===== src/inc/sbc_defines.vh =====
// Purpose: Shared constants for the mode and pin control block
// Assumes: 100 MHz system clock
// Notes: Definitions only
`ifndef SBC_DEFINES_VH
`define SBC_DEFINES_VH

// ****************************************
// Operating modes
// ****************************************
`define SBC_MODE_RESET 3'h0
`define SBC_MODE_NREQ 3'h1
`define SBC_MODE_NORMAL 3'h2
`define SBC_MODE_STANDBY 3'h3
`define SBC_MODE_SLEEP 3'h4
`define SBC_MODE_STOP 3'h5

// ****************************************
// Command codes (high three bits of the mode command frame)
// ****************************************
`define SBC_CMD_NORMAL 3'h2
`define SBC_CMD_STANDBY 3'h3
`define SBC_CMD_SLEEP 3'h4
`define SBC_CMD_STOP 3'h5
`define SBC_CMD_WDCFG 3'h6
`define SBC_CMD_WDCLR 3'h7

// ****************************************
// Frame and field layout
// ****************************************
`define SBC_FRAME_BITS 8
`define SBC_FLD_CMD_LSB 5
`define SBC_FLD_WD_IN_STOP_ENABLE 4

// ****************************************
// Timing in microseconds, milliseconds and clock cycles, clock in MHz
// ****************************************
`define SBC_CLK_MHZ 100
`define SBC_STOP_DLY_US 20
`define SBC_WAKE_PULSE_US 10
`define SBC_NREQ_TIME_MS 350
`define SBC_STOP_DLY_CYC (`SBC_STOP_DLY_US * `SBC_CLK_MHZ)
`define SBC_WAKE_PULSE_CYC (`SBC_WAKE_PULSE_US * `SBC_CLK_MHZ)
`define SBC_NREQ_CYC (`SBC_NREQ_TIME_MS * 1000 * `SBC_CLK_MHZ)
`define SBC_WD_CYC 5000000
`define SBC_RST_DUR_CYC 100000

`endif


===== src/hw/sbc_mode_ctrl.v =====
// Purpose: Operating-mode sequencer and pin control of a system basis chip
// Assumes: Analog comparators arrive asynchronous; 8-bit SPI mode 0, MSB first
// Notes: Long timers are parameters so a simulation can shorten them
`timescale 1ns/1ps
`include "sbc_defines.vh"

module sbc_mode_ctrl #(
   parameter NREQ_CYC = `SBC_NREQ_CYC,
   parameter WD_CYC = `SBC_WD_CYC,
   parameter RST_DUR_CYC = `SBC_RST_DUR_CYC,
   parameter HS_PERIOD_CYC = 2000000,
   parameter HS_ON_CYC = 20000,
   parameter FWU_CYC = 10000000
) (
   input wire sys_clk,
   input wire rst_b,
   input wire can_tx_in,
   output reg can_rx_out,
   input wire can_bus_dominant,
   output reg can_bus_drive_dominant,
   input wire thermal_warn,
   input wire thermal_shutdown,
   input wire main_uv,
   input wire supply_low,
   input wire secondary_fail,
   input wire hs_overtemp,
   input wire wake_input_0,
   input wire wake_input_1,
   input wire spi_sclk,
   input wire spi_cs_n,
   input wire spi_mosi,
   output reg spi_miso,
   output reg reset_out_n,
   output reg irq_out_n,
   output reg wd_fault_out_n,
   output reg main_regulator_on,
   output reg main_regulator_lowpower,
   output reg secondary_reg_drive,
   output reg high_side_switch,
   output reg can_enable,
   output reg [2:0] mode_out
);

   // ****************************************
   // Input synchronisers
   // ****************************************
   localparam NSYNC = 13;
   wire [NSYNC-1:0] async_in;
   reg [NSYNC-1:0] sync1_reg;
   reg [NSYNC-1:0] sync2_reg;
   assign async_in = {can_tx_in, can_bus_dominant, thermal_warn, thermal_shutdown, main_uv,
                      supply_low, secondary_fail, hs_overtemp, wake_input_0, wake_input_1,
                      spi_sclk, spi_cs_n, spi_mosi};
   always @(posedge sys_clk) begin
      if (!rst_b) begin
         sync1_reg <= 13'h1002;
         sync2_reg <= 13'h1002;
      end else begin
         sync1_reg <= async_in;
         sync2_reg <= sync1_reg;
      end
   end
   wire tx_s = sync2_reg[12];
   wire bus_dom_s = sync2_reg[11];
   wire twarn_s = sync2_reg[10];
   wire tsd_s = sync2_reg[9];
   wire uv_s = sync2_reg[8];
   wire slow_s = sync2_reg[7];
   wire v2fail_s = sync2_reg[6];
   wire hsot_s = sync2_reg[5];
   wire w0_s = sync2_reg[4];
   wire w1_s = sync2_reg[3];
   wire sclk_s = sync2_reg[2];
   wire cs_s = sync2_reg[1];
   wire mosi_s = sync2_reg[0];

   // ****************************************
   // Transceiver relay
   // ****************************************
   always @(posedge sys_clk) begin
      if (!rst_b) begin
         can_bus_drive_dominant <= 1'b0;
         can_rx_out <= 1'b1;
      end else begin
         can_bus_drive_dominant <= can_enable & ~tx_s;
         can_rx_out <= ~bus_dom_s;
      end
   end

   // ****************************************
   // SPI slave, eight-bit frames
   // ****************************************
   reg sclk_d_reg;
   reg cs_d_reg;
   reg [2:0] bit_cnt_reg;
   reg [7:0] rx_sh_reg;
   reg [7:0] tx_sh_reg;
   reg frame_ok_reg;
   reg [7:0] frame_reg;
   reg frame_stb_reg;
   wire sclk_rise = sclk_s & ~sclk_d_reg;
   wire sclk_fall = ~sclk_s & sclk_d_reg;
   wire cs_fall = ~cs_s & cs_d_reg;
   wire cs_rise = cs_s & ~cs_d_reg;
   wire [7:0] status_word;
   reg [2:0] mode_reg;
   reg therm_flag_reg;
   reg supply_fail_flag;
   wire [3:0] io_status_reg = {hsot_s, v2fail_s, therm_flag_reg, slow_s};
   assign status_word = {supply_fail_flag, w1_s, w0_s, io_status_reg[3:1], mode_reg[1:0]};
   always @(posedge sys_clk) begin
      if (!rst_b) begin
         sclk_d_reg <= 1'b0;
         cs_d_reg <= 1'b1;
         bit_cnt_reg <= 3'h0;
         rx_sh_reg <= 8'h00;
         tx_sh_reg <= 8'h00;
         frame_ok_reg <= 1'b0;
         frame_reg <= 8'h00;
         frame_stb_reg <= 1'b0;
         spi_miso <= 1'b0;
      end else begin
         sclk_d_reg <= sclk_s;
         cs_d_reg <= cs_s;
         frame_stb_reg <= 1'b0;
         if (cs_fall) begin
            bit_cnt_reg <= 3'h0;
            frame_ok_reg <= 1'b0;
            tx_sh_reg <= {status_word[6:0], 1'b0};
            spi_miso <= status_word[7];
         end else if (!cs_s && sclk_rise) begin
            rx_sh_reg <= {rx_sh_reg[6:0], mosi_s};
            bit_cnt_reg <= bit_cnt_reg + 3'h1;
            frame_ok_reg <= (bit_cnt_reg == 3'h7);
         end else if (!cs_s && sclk_fall) begin
            spi_miso <= tx_sh_reg[7];
            tx_sh_reg <= {tx_sh_reg[6:0], 1'b0};
         end else if (cs_rise && frame_ok_reg) begin
            frame_reg <= rx_sh_reg;
            frame_stb_reg <= 1'b1;
         end
      end
   end
   wire [2:0] cmd = frame_reg[`SBC_FLD_CMD_LSB+2:`SBC_FLD_CMD_LSB];

   // ****************************************
   // Control registers and flags
   // ****************************************
   reg [1:0] irq_enable_reg;
   reg wd_in_stop_enable;
   reg hs_cmd_reg;
   reg wd_cfg_seen_reg;
   reg twarn_d_reg;
   reg slow_d_reg;
   wire read_mode_reg = frame_stb_reg && (frame_reg == 8'h00);
   always @(posedge sys_clk) begin
      if (!rst_b) begin
         irq_enable_reg <= 2'h3;
         wd_in_stop_enable <= 1'b0;
         hs_cmd_reg <= 1'b0;
         therm_flag_reg <= 1'b0;
         supply_fail_flag <= 1'b0;
         twarn_d_reg <= 1'b0;
         slow_d_reg <= 1'b0;
      end else begin
         twarn_d_reg <= twarn_s;
         slow_d_reg <= slow_s;
         if (twarn_s && !twarn_d_reg) begin
            therm_flag_reg <= 1'b1;
         end else if (frame_stb_reg && frame_reg == 8'h01) begin
            therm_flag_reg <= 1'b0;
         end
         if (slow_s && !slow_d_reg) begin
            supply_fail_flag <= 1'b1;
         end else if (read_mode_reg) begin
            supply_fail_flag <= 1'b0;
         end
         if (frame_stb_reg && frame_reg[7:5] == 3'h1) begin
            irq_enable_reg <= frame_reg[1:0];
            hs_cmd_reg <= frame_reg[2];
         end
         if (frame_stb_reg && cmd == `SBC_CMD_STOP) begin
            wd_in_stop_enable <= frame_reg[`SBC_FLD_WD_IN_STOP_ENABLE];
         end
      end
   end

   // ****************************************
   // Mode state machine
   // ****************************************
   reg [31:0] tmr_reg;
   reg [31:0] wd_reg;
   reg [31:0] hs_tmr_reg;
   reg [15:0] pulse_reg;
   reg w0_ref_reg;
   reg w1_ref_reg;
   reg stop_pend_reg;
   reg [15:0] stop_dly_reg;
   reg wd_clr_early_reg;
   wire low_power = (mode_reg == `SBC_MODE_SLEEP) || (mode_reg == `SBC_MODE_STOP);
   wire wake_in = (w0_s != w0_ref_reg) || (w1_s != w1_ref_reg);
   wire fwu_hit = (hs_tmr_reg >= FWU_CYC[31:0]);
   wire wake_evt = low_power & (wake_in | bus_dom_s | cs_rise | fwu_hit);
   wire wd_runs = (mode_reg == `SBC_MODE_NORMAL) || (mode_reg == `SBC_MODE_STANDBY) ||
                  ((mode_reg == `SBC_MODE_STOP) && wd_in_stop_enable);
   wire wd_expire = wd_runs && (wd_reg >= WD_CYC[31:0]);
   wire wd_clr = frame_stb_reg && (cmd == `SBC_CMD_WDCLR);
   wire wd_bad = wd_clr && wd_reg < (WD_CYC[31:0] >> 1) && (mode_reg != `SBC_MODE_STOP);
   wire [31:0] wake_pulse_cyc = `SBC_WAKE_PULSE_CYC;
   always @(posedge sys_clk) begin
      if (!rst_b) begin
         mode_reg <= `SBC_MODE_RESET;
         tmr_reg <= 32'h0;
         wd_reg <= 32'h0;
         hs_tmr_reg <= 32'h0;
         pulse_reg <= 16'h0;
         w0_ref_reg <= 1'b0;
         w1_ref_reg <= 1'b0;
         stop_pend_reg <= 1'b0;
         stop_dly_reg <= 16'h0;
         wd_cfg_seen_reg <= 1'b0;
         wd_clr_early_reg <= 1'b0;
      end else begin
         tmr_reg <= tmr_reg + 32'h1;
         wd_reg <= (wd_runs && !wd_clr) ? wd_reg + 32'h1 : 32'h0;
         hs_tmr_reg <= low_power ? hs_tmr_reg + 32'h1 : 32'h0;
         if (pulse_reg != 16'h0) begin
            pulse_reg <= pulse_reg - 16'h1;
         end
         if (!low_power) begin
            w0_ref_reg <= w0_s;
            w1_ref_reg <= w1_s;
         end
         if (wd_bad || wd_expire) begin
            wd_clr_early_reg <= 1'b1;
         end else if (frame_stb_reg && cmd == `SBC_CMD_WDCFG) begin
            wd_clr_early_reg <= 1'b0;
         end
         if (stop_pend_reg) begin
            stop_dly_reg <= stop_dly_reg + 16'h1;
         end
         case (mode_reg)
            `SBC_MODE_RESET: begin
               if (!uv_s && tmr_reg >= RST_DUR_CYC[31:0]) begin
                  mode_reg <= `SBC_MODE_NREQ;
                  tmr_reg <= 32'h0;
               end
            end
            `SBC_MODE_NREQ: begin
               if (frame_stb_reg && cmd == `SBC_CMD_WDCFG) begin
                  mode_reg <= `SBC_MODE_NORMAL;
                  wd_cfg_seen_reg <= 1'b1;
               end else if (tmr_reg >= NREQ_CYC[31:0]) begin
                  mode_reg <= `SBC_MODE_RESET;
                  tmr_reg <= 32'h0;
               end
            end
            `SBC_MODE_NORMAL, `SBC_MODE_STANDBY: begin
               if (wd_bad || wd_expire) begin
                  mode_reg <= `SBC_MODE_RESET;
                  tmr_reg <= 32'h0;
               end else if (stop_pend_reg) begin
                  if (stop_dly_reg >= `SBC_STOP_DLY_CYC - 1) begin
                     mode_reg <= `SBC_MODE_STOP;
                     stop_pend_reg <= 1'b0;
                  end
               end else if (frame_stb_reg) begin
                  case (cmd)
                     `SBC_CMD_NORMAL: mode_reg <= `SBC_MODE_NORMAL;
                     `SBC_CMD_STANDBY: mode_reg <= `SBC_MODE_STANDBY;
                     `SBC_CMD_SLEEP: mode_reg <= `SBC_MODE_SLEEP;
                     `SBC_CMD_STOP: begin
                        stop_pend_reg <= 1'b1;
                        stop_dly_reg <= 16'h0;
                     end
                     default: mode_reg <= mode_reg;
                  endcase
               end
            end
            `SBC_MODE_SLEEP: begin
               if (wake_evt) begin
                  mode_reg <= `SBC_MODE_RESET;
                  tmr_reg <= 32'h0;
               end
            end
            `SBC_MODE_STOP: begin
               if (wd_expire) begin
                  mode_reg <= `SBC_MODE_RESET;
                  tmr_reg <= 32'h0;
               end else if (wake_evt) begin
                  mode_reg <= `SBC_MODE_NREQ;
                  tmr_reg <= 32'h0;
                  pulse_reg <= wake_pulse_cyc[15:0];
               end
            end
            default: mode_reg <= `SBC_MODE_RESET;
         endcase
      end
   end

   // ****************************************
   // Output drive
   // ****************************************
   wire irq_src = (irq_enable_reg[0] & therm_flag_reg) | (irq_enable_reg[1] & supply_fail_flag);
   always @(posedge sys_clk) begin
      if (!rst_b) begin
         reset_out_n <= 1'b0;
         irq_out_n <= 1'b1;
         wd_fault_out_n <= 1'b1;
         main_regulator_on <= 1'b1;
         main_regulator_lowpower <= 1'b0;
         secondary_reg_drive <= 1'b0;
         high_side_switch <= 1'b0;
         can_enable <= 1'b0;
         mode_out <= `SBC_MODE_RESET;
      end else begin
         reset_out_n <= (mode_reg != `SBC_MODE_RESET) && !uv_s;
         irq_out_n <= !(irq_src || pulse_reg != 16'h0);
         wd_fault_out_n <= !wd_clr_early_reg;
         main_regulator_on <= (mode_reg != `SBC_MODE_SLEEP) && !tsd_s;
         main_regulator_lowpower <= (mode_reg == `SBC_MODE_STOP);
         secondary_reg_drive <= (mode_reg == `SBC_MODE_NORMAL);
         can_enable <= (mode_reg == `SBC_MODE_NORMAL);
         if (mode_reg == `SBC_MODE_SLEEP) begin
            high_side_switch <= (hs_tmr_reg % HS_PERIOD_CYC) < HS_ON_CYC;
         end else begin
            high_side_switch <= hs_cmd_reg && (mode_reg == `SBC_MODE_NORMAL ||
                                               mode_reg == `SBC_MODE_STANDBY);
         end
         mode_out <= mode_reg;
      end
   end

endmodule // sbc_mode_ctrl


===== config.mk =====
export PLATFORM = sky130hd
export DESIGN_NAME = sbc_mode_ctrl
export DESIGN_NICKNAME = d
export VERILOG_FILES = /design/src/hw/sbc_mode_ctrl.v
export VERILOG_INCLUDE_DIRS = /design/src /design/src/inc
export SDC_FILE = /design/constraint.sdc
export NUM_CORES = 1
export LEC_CHECK = 0
export ABC_AREA = 0
export BUFFER_PORTS_ARGS = -buffer_cell sky130_fd_sc_hd__buf_2
export CAP_MARGIN = 25
export CELL_PAD_IN_SITES_DETAIL_PLACEMENT = 0
export CELL_PAD_IN_SITES_GLOBAL_PLACEMENT = 1
export CORE_AREA = 2 2 184 186
export CTS_BUF_LIST = sky130_fd_sc_hd__clkbuf_16
export CTS_CLUSTER_SIZE = 24
export DETAILED_ROUTE_END_ITERATION = 7
export DIE_AREA = 0 0 186 188
export PLACE_DENSITY = 0.79
export SLEW_MARGIN = 20
export SYNTH_ARGS = -nofsm -noshare
export SYNTH_HDL_FRONTEND = slang
export SYNTH_SLANG_ARGS = --single-unit
export TNS_END_PERCENT = 1

===== constraint.sdc =====
create_clock -name sys_clk -period 17.8 [get_ports sys_clk]
set_input_delay 0.89 -clock sys_clk [delete_from_list [all_inputs] [get_ports sys_clk]]
set_output_delay 0.89 -clock sys_clk [all_outputs]
set_load 0.1 [all_outputs]

# After elaboration in Yosys (flattened, before gate mapping)
# Cells that the tools add are included.
# Widths: inputs -> output; s select.
# totals
ff_bits,212
output_inout_bits,14
wordCells,200
# op_classes
n_addsub,6
div,1
n_lt_le_gt_ge,7
eq_ne,26
mux,47
bitwise,23
reduce_logical,52
# ops
cell,count
$mux 32,6
$mux 16,10
$pmux 32 s5,1
$add 32x1->32 const B,3
$ge 32x17->1 const B,1
$ge 32x23->1 const B,1
$ge 32x24->1 const B,1
$ge 32x26->1 const B,1
$lt 32x15->1 const B,1
$lt 32x22->1 const B,1
$mod 32x21->32 const B,1
$mux 3,10
$mux 8,3
$eq 3x3->1 const B,7
$logic_and 1x1->1,20
$add 16x1->16 const B,1
$ge 16x11->1 const B,1
$reduce_bool 16->1,1
$sub 16x1->16 const B,1
$mux 1,15
$pmux 3 s5,1
$eq 3x2->1 const B,4
$ne 3x3->1 const B,4
$not 1->1,11
other kinds (21),56

# Logic depth before layout (Yosys ltp)
# depth
word_depth,9
ltp_mapped,58
mapped_depth_nobuf,49

# Worst setup path after synthesis
# OpenSTA, ideal clock, no wires.
# synth_timing
path_kind,register to register
start,register hs_tmr_reg[18]
end,register high_side_switch
arrival_time_ps,12933
setup_slack_ps,4749
path_stages_with_launch,53
cell_sequence,dfxtp_1 buf_4 nand2b_1 a2111oi_4 nor2_1 o311a_1 or3_1 a21oi_1 o221ai_2 or4_4 o2111a_2 nor3_2 mux2i_1 nand3_1 a221o_1 a21o_1 nor4b_4 nor2_1 (+17 left out) o21a_1 xor2_1 nand4_1 a31oi_4 o21ai_2 nand3b_1 xnor2_4 o31a_2 o211ai_2 a21oi_1 xnor2_1 nor4_2 a41oi_2 o21a_1 o32ai_1 mux2i_1 a21oi_1 o221a_1
# synth_via
elab_chain_len,3
# synth_lines
element,line,rtl
"start, declared",sbc_mode_ctrl.v:193,reg [31:0] hs_tmr_reg;
"start signal, assigned",sbc_mode_ctrl.v:226,hs_tmr_reg <= low_power ? hs_tmr_reg + 32'h1 : 32'h0;
$mod 32x21->32,sbc_mode_ctrl.v:325,high_side_switch <= (hs_tmr_reg % HS_PERIOD_CYC) < HS_ON_CYC;
$lt 32x15->1,sbc_mode_ctrl.v:325,
$mux 1,sbc_mode_ctrl.v:324,if (mode_reg == `SBC_MODE_SLEEP) begin
"end signal, assigned",sbc_mode_ctrl.v:325,
"end signal, assigned",sbc_mode_ctrl.v:327,high_side_switch <= hs_cmd_reg && (mode_reg == `SBC_MODE_NORMAL ||
"end, declared",sbc_mode_ctrl.v:39,"output reg high_side_switch,"
# Every way passes these cells.
# A chain may end at the register's enable or synchronous reset.

# Worst setup path after layout
# layout_timing
start,register hs_tmr_reg[31]
end,register high_side_switch
# Same word-level chain as after synthesis.

==> run_results.csv <==
group,metric,value,unit
clock_tree,cts_resized,0,
critical_path,cp.arrival,16.71,ns
pwr,power.switching,0.000262,W
routing,wl_per_cell,16.4,um
critical_path,endpoint_kind,"flop",
floorplanning,initial_core_util,47.4,%
final_layout,final_cells,2479,
routing,wirelength,40600,um
global_route,antenna_found_initial,0,
global_route,grt_first_pass_wirelength,68800,um
final_layout,fill_cells,3257,
timing,maxSlewViolCount,0,
critical_path,timing.reg2reg.setup_slack,1.49,ns
synthesis,synth_area,15700,um^2
timing,timing.setup.tns,0,ns
timing,min_period_over_period,91.7,%
synthesis,synth_area_leaders,"dfxtp_1 27%, nor2_1 7.1%, xnor2_1 5.2%",
timing,setup_viol,0,
pwr,p_leak,5.91,nW
global_route,grt_usage,23.2,%
final_layout,syn_to_final_growth,6.87,%
pwr,power.density,62.5,nW/um^2
routing,num_vias,14700,
global_route,grt_overflow,0,
pwr,power_frac_seq,48.4,%
synthesis,synth_edf_count,0,
synthesis,avgSynthCellArea,7.66,um^2
routing,ant_nets,0,
placement,port_buffers,28,
floorplanning,io_pins,29,
critical_path,critPathLaunch,"hs_tmr_reg[31]",
clock_tree,cts.clk_slew.worst_paths,0.06,ns
critical_path,worstPathRequired,18.19,ns
timing,setup_ws,1.49,ns
routing,drcViolationCount,0,
timing,relSlewSlack,36.1,%
clock_tree,clock_latency,0.51,ns
clock_tree,clockRootBuffer,"clkbuf_16",
critical_path,cp_max_fo,22,
outcome,status,"completed",
global_route,grt_start_max_net_pins,47,
timing,rsz0062_at_grt,"false",
run,cap_violations,0,
synthesis,synth_top_area_cell,"dfxtp_1",
floorplanning,coreArea,33100,um^2
synthesis,yosys_most_used_dff,"dfxtp_1",
pwr,power_frac_clock,42.3,%
critical_path,reg2reg_from,"hs_tmr_reg[31]",
routing,drt_iter0_drc,1076,
hold_path,worstHoldStart,"wd_clr_early_reg",
hold_path,holdPathEnd,"wd_fault_out_n",
clock_tree,clock_sinks,212,
synthesis,synth-seq-cells,212,
pwr,vdd_drop_max,0.0830,mV
timing,skew,0.0227,ns
synthesis,synthesis.instances,2051,
placement,place_congestion,0.951,
timing,tightest_slew,0.959,ns
clock_tree,h-tree-depth,1,
synthesis,synth_cell_types,121,
synthesis,ys_seq_area_share,27.0,%
synthesis,async_flop_share,0,%
final_layout,fin_nets,2043,
synthesis,synth_top_area_share,27.0,%
timing,finalHoldViolCount,0,
pwr,combPwrFrac,9.3,%
placement,post-place-ws,1.81,ns
final_layout,num_antenna_cells,0,
critical_path,r2r_cells,46,
clock_tree,tritoncts,"built",
critical_path,rr_endpoint,"high_side_switch",
critical_path,cp_slowest_cell,"a2111oi_1",
clock_tree,post_cts.repair.setup_buffers,0,
floorplanning,die_y,188,um
synthesis,synth_nets,2077,
synthesis,yosysWarnings,0,
pwr,power.share.switching,25.0,%
clock_tree,cts_made_buffers,22,
global_route,grt_pass1_vias,13800,
routing,vias_per_cell,5.92,
clock_tree,clock_path_buffers,3,
hold_path,min_path_cells,1,
critical_path,cp-start-kind,"flop",
final_layout,drive_above_1_share,8.67,%
routing,dr.pass1.iters,5,
placement,dp_hpwl,30100,um
final_layout,final_core_util,50.7,%
hold_path,hp-class,"reg -> reg",
floorplanning,dieWidth,186,um
placement,place_inst,2439,
critical_path,max_stage_delay,0.81,ns
clock_tree,cts_hold_buf,0,
floorplanning,rows,67,
pwr,p_int,0.000787,W
floorplanning,dieArea,35000,um^2
timing,clock.fmax,61.3,MHz
timing,min_period,16.31,ns
critical_path,worstSetupPathType,"reg -> reg",
worst max-delay path by stage:
stage | endpoint | depth (start not counted)
after detailed placement | high_side_switch | 46
after CTS | high_side_switch | 45
after floorplan | high_side_switch | 52
after global placement | high_side_switch | 46
after global routing | high_side_switch | 46
final | high_side_switch | 46
per-layer routing:
metal / vias up / global-route usage [%] / routed length [um] / part of all wire (%)
met1: 6929 / 32.1 / 19600 / 48
met3: 61 / 1.79 / 1290 / 3.2
met2: 280 / 38.7 / 18900 / 47
met5: - / 0 / 0 / 0
met4: 0 / 6.06 / 864 / 2.1
li1: 7399 / - / - / -
worst max-delay path, delay by kind of cell, from the launching register on:
kind                      cells  cell delay (ns)
DFF                           1             0.78
AOI/OAI and AO/OA            30             9.69
xor gates and xnor gates      3             1.21
and+or+nand+nor              11             4.00
buffers and inverters         1             0.24
muxes                         1             0.22
synth_stat cells, types with 19 or more instances:
library cell and number:
nor3_1 65, o211ai_1 27, dfxtp_1 212, o21a_1 19
a31oi_1 21, and3_1 25, xnor2_1 93, clkbuf_1 66
xor2_1 82, or3_1 24, mux2i_1 35, a21oi_1 98
nand2b_1 30, and2_1 50, a211oi_1 23, nand2_1 189
nor4_1 26, o21ai_0 74, inv_1 46, nor2_1 295
nand4_1 43, nand3_1 96
metrics by stage:
| stage | power (W) | hold slack [ns] | area, um^2 |
|---|---|---|---|
| after global routing | 0.00110 | 0.411 | 16800 |
| after floorplan | 0.000596 | 0.358 | 15700 |
| after CTS | 0.00106 | 0.392 | 16800 |
| after global placement | 0.000615 | 0.380 | 16100 |
| after detailed placement | 0.000617 | 0.381 | 16100 |
| final | 0.00105 | 0.390 | 16800 |
power by group through the flow:
stage	clock [W]	sequential (W)	combinational, W
2_1_floorplan	0	0.000523	0.0000729
3_3_place_gp	0	0.000518	0.0000969
3_5_place_dp	0	0.000518	0.0000986
4_1_cts	0.000457	0.000508	0.0000993
5_1_grt	0.000477	0.000511	0.000112
6_report	0.000444	0.000508	0.0000974
cells by family after synthesis:
kind of cell             share of synthesized area (%)
buffers and inverters                             3.66
flip-flops                                        27.0
adder cells (fa/ha/maj)                           1.59
multiplexers                                      2.88
AO/OA/AOI/OAI                                     24.1
AND/OR/NAND/NOR                                   29.9
XOR/XNOR                                          10.8
cells in the final DEF (no fill, tap or decap), types with 14 or more instances in the layout:
cell,instances
mux2i_1,35
o21ai_0,74
clkbuf_16,22
nand3_1,96
o21ai_1,14
a21oi_1,98
a211o_1,16
a211oi_1,23
o21a_1,19
nand4_1,43
nand2_1,189
nor2_1,295
dfxtp_1,212
o211ai_1,27
xnor2_1,93
or3_1,24
o31a_1,14
nor3_1,65
nor4_1,25
buf_2,28
and2_1,50
a31oi_1,20
a22oi_1,15
nor2b_1,16
xor2_1,82
and3_1,25
nand2b_1,30
a21o_1,15
inv_1,49
final cells by class:
class | instances | area (um^2) | share of cell area (%)
Clock buffer | 22 | 551 | 3.28
Sequential cell | 212 | 4240 | 25.3
Clock inverter | 16 | 144 | 0.857
Multi-Input combinational cell | 1699 | 10900 | 65.0
Tap cell | 448 | 561 | 3.34
Inverter | 47 | 176 | 1.05
Timing Repair Buffer | 35 | 190 | 1.13
Note: power is estimated with default switching activity, not from simulation.
